[src/hw/ftc_pkg.sv]
package ftc_pkg;
    // register offsets on the plain register port
    localparam logic [7:0] OFS_COMPARE_MODES = 8'h30;
    localparam logic [7:0] OFS_CLOCK_DEADTIME = 8'h2f;
    localparam logic [7:0] OFS_SHADOW_MODES  = 8'h27;
    localparam logic [7:0] OFS_STATUS        = 8'h28;

    // compare-modes fields
    localparam int A_MODE_HI = 7;
    localparam int A_MODE_LO = 6;
    localparam int B_MODE_HI = 5;
    localparam int B_MODE_LO = 4;
    localparam int FORCE_A   = 3;
    localparam int FORCE_B   = 2;
    localparam int PWM_A     = 1;
    localparam int PWM_B     = 0;

    // clock/deadtime fields
    localparam int INVERT    = 7;
    localparam int PRE_RST   = 6;
    localparam int DT_HI     = 5;
    localparam int DT_LO     = 4;
    localparam int CS_HI     = 3;
    localparam int CS_LO     = 0;

    // shadow fields
    localparam int SH_A_HI   = 7;
    localparam int SH_A_LO   = 6;
    localparam int SH_B_HI   = 5;
    localparam int SH_B_LO   = 4;

    localparam logic [7:0]  RESET_BYTE  = 8'h00;
    localparam logic [9:0]  COUNT_ZERO  = 10'h000;
    localparam int          PRE_WIDTH   = 14;
    localparam int          DT_WIDTH    = 3;

    localparam logic [1:0] OM_PORT   = 2'h0;
    localparam logic [1:0] OM_TOGGLE = 2'h1;
    localparam logic [1:0] OM_CLEAR  = 2'h2;
    localparam logic [1:0] OM_SET    = 2'h3;

    localparam logic [1:0] WM_FAST   = 2'h0;
    localparam logic [1:0] WM_PFC    = 2'h1;
    localparam logic [1:0] WM_PWM6S  = 2'h2;
    localparam logic [1:0] WM_PWM6D  = 2'h3;

    typedef enum logic [2:0] {
        ST_STOPPED = 3'h1,
        ST_RUN     = 3'h2,
        ST_FLUSH   = 3'h4
    } ftc_run_e;

    typedef struct packed {
        logic [7:0] addr;
        logic [7:0] wdata;
        logic       wr;
        logic       rd;
    } ftc_bus_s;

    typedef struct packed {
        logic       a_match;
        logic       b_match;
        logic       zero;
        logic       up;
    } ftc_event_s;

    typedef struct packed {
        logic       a_true;
        logic       a_comp;
        logic       b_true;
        logic       b_comp;
    } ftc_dt_s;
endpackage

[src/hw/ftc_ctrl.sv]
`timescale 1ns/1ns
// Notes on behaviour
// - nonzero channel B output mode hands the pin to the compare output
// - complementary B pin driven only in PWM with mode 01
// - B mode meaning follows B PWM enable and low wave-mode bit
// - non-PWM: 01 toggle, 10 clear, 11 set on match
// - fast PWM: 01/10 clear on match, set at zero; 11 opposite
// - phase-correct: 01/10 clear on up match, set on down; 11 inverted
// - force A acts only when A is non-PWM
// - force applies match action using same-cycle written mode bits
// - force raises no interrupt; force A reads zero
// - force B acts non-PWM only, no interrupt, reads zero
// - PWM enables put each channel in PWM on its own compare
// - inversion bit inverts all dead-time generator outputs
// - prescaler reset self-clears, leaves count, reads zero
// - dead-time prescaler divides by 1, 2, 4 or 8
// - clock select zero stops; n selects source divided by 2**(n-1)
// - zero clock select disables the timer, nonzero enables
// - shadow register holds copies of A and B output modes
// - wave mode: fast, phase-correct, six-output single, six-output dual
module ftc_ctrl (
    // clock and reset
    input  wire logic                    clk,
    input  wire logic                    arst_n,
    input  wire logic                    clk_en,
    // register port
    input  wire logic [7:0]              reg_addr,
    input  wire logic [7:0]              reg_wdata,
    input  wire logic                    reg_wr,
    input  wire logic                    reg_rd,
    output logic      [7:0]              reg_rdata,
    // configuration
    input  wire logic                    async_src,
    input  wire logic                    fast_periph_clock,
    input  wire logic [1:0]              wave_mode,
    // counter events, same clock
    input  wire ftc_pkg::ftc_event_s     evt,
    input  wire ftc_pkg::ftc_dt_s        dt_in,
    // timer side
    output logic                         count_tick,
    output logic                         count_enable,
    output logic                         deadtime_tick,
    // pins
    output logic                         chan_a_waveform,
    output logic                         chan_b_waveform,
    output logic                         chan_a_compare_pin_sel,
    output logic                         chan_b_compare_pin_sel,
    output logic                         chan_b_comp_pin_sel,
    output ftc_pkg::ftc_dt_s             pin_out
);
    typedef struct packed {
        logic [7:0]               modes;
        logic [7:0]               clkdt;
        logic [7:0]               shadow;
        logic [7:0]               rdata;
        logic                     fpck_s1;
        logic                     fpck_s2;
        logic                     fpck_s3;
        logic                     async_s1;
        logic                     async_s2;
        logic                     pre_clear;
        logic [ftc_pkg::DT_WIDTH-1:0] dt_cnt;
        logic                     dt_tick;
        logic                     wave_a;
        logic                     wave_b;
        logic                     sel_a;
        logic                     sel_b;
        logic                     sel_bc;
        logic                     enable;
        ftc_pkg::ftc_dt_s         pins;
        ftc_pkg::ftc_run_e        run;
    } ftc_state_s;

    ftc_state_s st_reg;
    ftc_state_s st_next;
    logic       src_tick;
    logic       pre_tick;
    logic [7:0] modes_eff;

    ftc_prescaler u_pre (
        .clk      (clk),
        .arst_n   (arst_n),
        .clk_en   (clk_en),
        .clear    (st_reg.pre_clear),
        .src_tick (src_tick),
        .sel      (st_reg.clkdt[ftc_pkg::CS_HI:ftc_pkg::CS_LO]),
        .tick     (pre_tick)
    );

    // async source: rising edges of the synchronised fast clock
    assign src_tick = st_reg.async_s2 ? (st_reg.fpck_s2 & ~st_reg.fpck_s3) : 1'b1;

    function automatic logic next_wave(input logic cur, input logic [1:0] om,
                                       input logic pwm, input logic [1:0] wm,
                                       input logic match, input logic zero,
                                       input logic up, input logic force_it);
        logic w;
        w = cur;
        if (!pwm) begin
            if (match || force_it) begin
                case (om)
                    ftc_pkg::OM_TOGGLE: w = ~cur;
                    ftc_pkg::OM_CLEAR:  w = 1'b0;
                    ftc_pkg::OM_SET:    w = 1'b1;
                    default:            w = cur;
                endcase
            end
        end else if (om != ftc_pkg::OM_PORT) begin
            if (wm[0] == 1'b0) begin
                // fast and single-slope six-output
                if (match) begin
                    w = (om == ftc_pkg::OM_SET);
                end else if (zero) begin
                    w = (om != ftc_pkg::OM_SET);
                end
            end else if (match) begin
                // phase and frequency correct, dual-slope
                w = (om == ftc_pkg::OM_SET) ? up : ~up;
            end
        end
        return w;
    endfunction

    always_comb begin
        st_next = st_reg;
        st_next.fpck_s1 = fast_periph_clock;
        st_next.fpck_s2 = st_reg.fpck_s1;
        st_next.fpck_s3 = st_reg.fpck_s2;
        st_next.async_s1 = async_src;
        st_next.async_s2 = st_reg.async_s1;
        st_next.pre_clear = 1'b0;
        modes_eff = st_reg.modes;

        if (reg_wr) begin
            case (reg_addr)
                ftc_pkg::OFS_COMPARE_MODES: begin
                    // strobes are never stored
                    st_next.modes = reg_wdata & 8'hf3;
                    modes_eff = reg_wdata;
                    st_next.shadow[7:4] = reg_wdata[7:4];
                end
                ftc_pkg::OFS_CLOCK_DEADTIME: begin
                    st_next.clkdt = reg_wdata & 8'hbf;
                    st_next.pre_clear = reg_wdata[ftc_pkg::PRE_RST];
                end
                ftc_pkg::OFS_SHADOW_MODES: begin
                    st_next.shadow = reg_wdata;
                end
                default: begin
                end
            endcase
        end

        st_next.rdata = 8'h00;
        if (reg_rd) begin
            case (reg_addr)
                ftc_pkg::OFS_COMPARE_MODES:  st_next.rdata = st_reg.modes;
                ftc_pkg::OFS_CLOCK_DEADTIME: st_next.rdata = st_reg.clkdt;
                ftc_pkg::OFS_SHADOW_MODES:   st_next.rdata = st_reg.shadow;
                ftc_pkg::OFS_STATUS: begin
                    st_next.rdata = {3'h0, st_reg.run, st_reg.wave_a, st_reg.wave_b};
                end
                default: st_next.rdata = 8'h00;
            endcase
        end

        // waveform update; match events and forces never raise interrupts
        st_next.wave_a = next_wave(st_reg.wave_a,
            modes_eff[ftc_pkg::A_MODE_HI:ftc_pkg::A_MODE_LO],
            modes_eff[ftc_pkg::PWM_A], wave_mode, evt.a_match, evt.zero, evt.up,
            reg_wr && reg_addr == ftc_pkg::OFS_COMPARE_MODES
                && modes_eff[ftc_pkg::FORCE_A] && !modes_eff[ftc_pkg::PWM_A]);
        st_next.wave_b = next_wave(st_reg.wave_b,
            modes_eff[ftc_pkg::B_MODE_HI:ftc_pkg::B_MODE_LO],
            modes_eff[ftc_pkg::PWM_B], wave_mode, evt.b_match, evt.zero, evt.up,
            reg_wr && reg_addr == ftc_pkg::OFS_COMPARE_MODES
                && modes_eff[ftc_pkg::FORCE_B] && !modes_eff[ftc_pkg::PWM_B]);

        st_next.sel_a = |modes_eff[ftc_pkg::A_MODE_HI:ftc_pkg::A_MODE_LO];
        st_next.sel_b = |modes_eff[ftc_pkg::B_MODE_HI:ftc_pkg::B_MODE_LO];
        st_next.sel_bc = modes_eff[ftc_pkg::PWM_B]
            && modes_eff[ftc_pkg::B_MODE_HI:ftc_pkg::B_MODE_LO] == ftc_pkg::OM_TOGGLE;

        // inversion of every dead-time output
        st_next.pins = st_reg.clkdt[ftc_pkg::INVERT] ? ~dt_in : dt_in;

        // dead-time divider 1/2/4/8
        st_next.dt_tick = 1'b0;
        if (pre_tick) begin
            st_next.dt_cnt = st_reg.dt_cnt + 3'h1;
            case (st_reg.clkdt[ftc_pkg::DT_HI:ftc_pkg::DT_LO])
                2'h0:    st_next.dt_tick = 1'b1;
                2'h1:    st_next.dt_tick = st_reg.dt_cnt[0];
                2'h2:    st_next.dt_tick = &st_reg.dt_cnt[1:0];
                default: st_next.dt_tick = &st_reg.dt_cnt;
            endcase
        end
        if (st_reg.pre_clear) begin
            st_next.dt_cnt = '0;
        end

        // run state follows the clock select
        case (st_reg.run)
            ftc_pkg::ST_STOPPED: begin
                if (st_reg.clkdt[ftc_pkg::CS_HI:ftc_pkg::CS_LO] != 4'h0) begin
                    st_next.run = ftc_pkg::ST_RUN;
                end
            end
            ftc_pkg::ST_RUN: begin
                if (st_reg.clkdt[ftc_pkg::CS_HI:ftc_pkg::CS_LO] == 4'h0) begin
                    st_next.run = ftc_pkg::ST_FLUSH;
                end
            end
            ftc_pkg::ST_FLUSH: st_next.run = ftc_pkg::ST_STOPPED;
            default:           st_next.run = ftc_pkg::ST_STOPPED;
        endcase
        st_next.enable = (st_next.run == ftc_pkg::ST_RUN);
    end

    always_ff @(posedge clk or negedge arst_n) begin
        if (!arst_n) begin
            st_reg <= '0;
            st_reg.run <= ftc_pkg::ST_STOPPED;
        end else if (clk_en) begin
            st_reg <= st_next;
        end
    end

    assign reg_rdata              = st_reg.rdata;
    assign count_tick             = pre_tick;
    assign count_enable           = st_reg.enable;
    assign deadtime_tick          = st_reg.dt_tick;
    assign chan_a_waveform        = st_reg.wave_a;
    assign chan_b_waveform        = st_reg.wave_b;
    assign chan_a_compare_pin_sel = st_reg.sel_a;
    assign chan_b_compare_pin_sel = st_reg.sel_b;
    assign chan_b_comp_pin_sel    = st_reg.sel_bc;
    assign pin_out                = st_reg.pins;
endmodule

[src/hw/ftc_prescaler.sv]
`timescale 1ns/1ns
module ftc_prescaler (
    // clock and reset
    input  wire logic                        clk,
    input  wire logic                        arst_n,
    input  wire logic                        clk_en,
    // control
    input  wire logic                        clear,
    input  wire logic                        src_tick,
    input  wire logic [3:0]                  sel,
    // result
    output logic                             tick
);
    typedef struct packed {
        logic [ftc_pkg::PRE_WIDTH-1:0] cnt;
        logic                          tick;
    } ftc_pre_s;

    ftc_pre_s st_reg;
    ftc_pre_s st_next;
    logic [ftc_pkg::PRE_WIDTH-1:0] inc;
    logic [ftc_pkg::PRE_WIDTH-1:0] rise;

    always_comb begin
        st_next = st_reg;
        inc = st_reg.cnt + {{(ftc_pkg::PRE_WIDTH-1){1'b0}}, 1'b1};
        rise = inc & ~st_reg.cnt;
        st_next.tick = 1'b0;
        if (clear) begin
            st_next.cnt = '0;
        end else if (src_tick && sel != 4'h0) begin
            st_next.cnt = inc;
            // sel n divides the source by 2**(n-1)
            if (sel == 4'h1) begin
                st_next.tick = 1'b1;
            end else begin
                st_next.tick = rise[sel - 4'h2];
            end
        end
    end

    always_ff @(posedge clk or negedge arst_n) begin
        if (!arst_n) begin
            st_reg <= '0;
        end else if (clk_en) begin
            st_reg <= st_next;
        end
    end

    assign tick = st_reg.tick;
endmodule

[config.mk]
export PLATFORM = sky130hd
export DESIGN_NAME = ftc_ctrl
export DESIGN_NICKNAME = d
export VERILOG_FILES = /design/src/hw/ftc_pkg.sv /design/src/hw/ftc_ctrl.sv /design/src/hw/ftc_prescaler.sv
export SDC_FILE = /design/constraint.sdc
export NUM_CORES = 1
export LEC_CHECK = 0
export BUFFER_PORTS_ARGS = -buffer_cell sky130_fd_sc_hd__buf_2
export CAP_MARGIN = 10
export CORE_MARGIN = 3
export CORE_UTILIZATION = 45
export CTS_CLUSTER_DIAMETER = 60
export DETAILED_ROUTE_END_ITERATION = 12
export GPL_TIMING_DRIVEN = 1
export PLACE_DENSITY_LB_ADDON = 0.12
export SETUP_SLACK_MARGIN = 0.3
export SYNTH_ARGS = -nofsm -noshare
export SYNTH_HDL_FRONTEND = slang
export SYNTH_SLANG_ARGS = --single-unit
[constraint.sdc]
create_clock -name clk -period 4.8 [get_ports clk]
set_input_delay 0.96 -clock clk [delete_from_list [all_inputs] [get_ports clk]]
set_output_delay 0.96 -clock clk [all_outputs]
set_load 0.1 [all_outputs]
==> metrics.md <==
| Metric | Value |
|---|---|
| First-pass detailed-route iteration total | `4` |
| Hold-fix buffer count after cts | `0` |
| Sw power | `514 uW` |
| Final hold vios | `0` |
| Worst r2r dst | `u_pre.tick` |
| # nets final | `about 440` |
| #FFs+latches synth | `67` |
| First-pass GRT wire length | `~13000 um` |
| Crit end category | `flop` |
| Max reg flops | `30` |
| H-tree depth | `3` |
| Synthesized area per cell | `10.3 um2` |
| Rel. slew slack | `34.9%` |
| Rows | `32` |
| Seq pwr share | `~44%` |
| Tot GR Track Use | `18.1%` |
| Setup_tns | `0 ns` |
| RD Place Congestion | `0.792` |
| Largest family of logic cells by synthesized area | `simple AND/OR/NAND/NOR gates` |
| Final period utilization | `between 50% and 60%` |
| Antenna Violating Nets Remaining | `0` |
| Crit start category | `input port` |
| Die footprint | `about 0.0093 mm2` |
| Vias per Instance | `around 5.4` |
| R2R cell count | `9` |
| Total Wirelength | `roughly 7700 um` |
| Fmax | `between 300 and 400 MHz` |
| Diode count | `0` |
| Worst EP required | `around 5 ns` |
| Critical path, cell by cell | `buf_2, nor4b_4, nor2b_1, and3_1, mux2_2` |
| Seq/Total Area, Yosys | `between 40% and 50%` |
| Clk buf depth | `2` |
| Met3 wire len | `between 400 and 500 um` |
| Worst hold stages | `2` |
| Top Metal Used | `met4` |
| DRT met1 WL | `about 3800 um` |
| Reg-to-reg setup timing slack | `roughly 2.3 ns` |
| Residual DRC | `0` |
| RSZ-0062 raised after global routing | `no` |
| Drt wl/cell | `approximately 15 um` |
| Overflow after GRT | `0` |
| Synthesized area | `0.00367 mm2` |
| Area Growth Syn to Fin | `12.3%` |
| Crit path largest cell delay | `0.65 ns` |
| Post-synthesis simple-gate area fraction | `between 10% and 20%` |
| Adder-cell share of the synthesized area | `about 5.8%` |
| Clk Latency, worst-skew pair | `0.34 ns` |
| Top delay family on crit path | `simple AND/OR/NAND/NOR gates` |
| Die height | `between 90 and 100 um` |
| Synth Instances | `about 360` |
| Pwr Density | `approximately 380 mW/mm2` |
| Width of the die | `just under 100 um` |
| Max-Cap Viols | `0` |
| Largest net degree at the start of global routing | `just over 50` |
| Post-synth cell types | `between 40 and 50` |
| CTS buffer count | `9` |
| WS Path Type | `in -> reg` |
| Syn Nets | `approximately 400` |
| First DRT Iteration DRCs | `around 160` |
| CTS Sinks | `67` |
| Logic pwr share | `22.2%` |
| Core Area | `a little under 0.008 mm2` |
| Complex-gate fraction of the synthesized area | `12.3%` |
| Mux cell area share after synthesis | `about an eighth` |
| Worst Setup SP | `reg_addr[3]` |
| Synth warn | `0` |
| Crit path DAT | `around 2.8 ns` |
| Final setup fails | `0` |
| Worst setup path end | `st_reg[34]` |
| Starting Density | `between 40% and 50%` |
| Critical path depth | `5` |
| Crit path time final | `2.62 ns` |
| Clock network power share | `about a third` |
| Pins over their slew limit | `0` |
| Post-synth EDFFs | `0` |
| Post-synth ARST share | `100%` |
| Outcome | `completed` |
| Pint | `1040 uW` |
| Initial antenna violation count | `0` |
| Worst path buffer plus inverter count | `1` |
| Via count | `2695` |
| Setup bufs post-CTS | `0` |
| TritonCTS clock tree | `done` |
| Synth top area share | `between 40% and 50%` |
| Largest area contributor in the netlist | `dfrtp_1` |
| Ys flop type | `dfrtp_1` |
| Lkg Pwr | `0.00190 uW` |
| Fill cells | `746` |
| Slew @ Worst Pin | `slightly below 1 ns` |
| Layout cell share with drive strength beyond 1 | `26.1%` |
| Post-Synth XOR/XNOR Area | `under 10%` |
| Sw frac | `33.1%` |
| Top post-synthesis cells by area | `dfrtp_1 (45%), mux2_2 (8.0%), ha_1 (5.8%)` |
| Port Buffer Count | `51` |
| Layout Skew | `between 0.01 and 0.015 ns` |
| Commonest non-fill, non-tap cell in the layout | `dfrtp_1` |
| Crit path max fanout | `10` |
| Most frequent cells in the layout | `dfrtp_1 (66), buf_2 (51), inv_1 (34)` |
| Worst vdd ir | `0.224 mV` |
| R2R Path Start | `u_pre.st_reg[1]` |
| Clock slew at reported path FFs | `roughly 0.070 ns` |
| Hold Crit Class | `reg -> reg` |
| Hold_ws | `roughly 0.48 ns` |
| Slowest CP cell | `nor2b_1` |
| Via count of the first global-routing pass | `around 2600` |
| IO Pins | `53` |
| Metal2 WL | `approximately 3400 um` |
| Post-CTS resize count | `0` |
| HPWL Detailed | `~5600 um` |
| Clock Root Buffer | `clkbuf_8` |
## power by group through the flow
stage | registers, uW | clock network [uW] | logic, uW
6_report | 689 | 521 | 345
4_1_cts | 689 | 532 | 349
2_1_floorplan | 777 | 0 | 178
3_3_place_gp | 696 | 0 | 341
3_5_place_dp | 699 | 0 | 347
5_1_grt | 699 | 559 | 384
## layer usage
metal / global-route usage, % / up-vias
li1: - / 1325
met1: 27.0 / 1303
met2: 26.5 / 58
met3: 4.46 / 9
met4: 4.32 / 0
met5: 0 / -
## area by class of cell
class | count | area (um2) | share of cell area, %
tap | 102 | 128 | 3.09
sequential | 67 | 1680 | 40.7
clock buffer | 12 | 145 | 3.52
multi-input combinational | 229 | 1710 | 41.5
timing repair buffer | 52 | 263 | 6.37
clock inverter | 4 | 73.8 | 1.79
inverter | 34 | 128 | 3.09
## cell usage after synthesis (all sizes together) (2+ instances only)
library cell / count
a222oi: 7
ha: 17
o22ai: 11
a21boi: 3
nor3b: 3
xnor2: 6
buf: 20
mux4: 4
nor4: 2
clkbuf: 6
inv: 34
nand4b: 2
o311ai: 2
or3: 2
o21ai: 27
mux2i: 7
and3: 8
nor2: 21
mux2: 27
dfrtp: 66
a211oi: 2
nor3: 12
nand4: 3
a21oi: 10
nor2b: 6
nand3: 8
nand2: 28
xor2: 2
## cell families after synthesis
family | after synthesis
XOR/XNOR | 8
AND/OR/NAND/NOR | 97
adder cells (fa/ha/maj) | 17
buffers and inverters | 60
AO/OA/AOI/OAI | 69
multiplexers | 38
flip-flops | 67
## metrics by stage
step                      power [uW]  utilization, %  cells  cell area [um2]  worst slack (ns)
after floorplan                  955               -    356             3670              2.40
after global placement          1040            50.0    484             3910              1.82
after detailed placement        1050            50.0    484             3910              1.84
after CTS                       1570            52.8    500             4130              2.19
after global routing            1640            52.8    500             4130              2.01
final                           1550            52.8    500             4130              2.18
## tightest hold or removal path, cell delays in order (launching register included)
cell     delay, ns
dfrtp_1       0.34
nand2_1       0.04
o21ai_0       0.06
## how the worst min path moves through the flow
stage | slack (ns) | end | startpoint
global route | 0.50 | u_pre.st_reg[12] | u_pre.st_reg[12]
finish | 0.48 | u_pre.st_reg[12] | u_pre.st_reg[12]
floorplan | 0.45 | u_pre.st_reg[11] | u_pre.st_reg[11]
global placement | 0.46 | u_pre.st_reg[13] | u_pre.st_reg[13]
detailed placement | 0.47 | u_pre.st_reg[12] | u_pre.st_reg[12]
CTS | 0.49 | u_pre.st_reg[12] | u_pre.st_reg[12]
No activity file was read; power rests on OpenSTA's default activity.
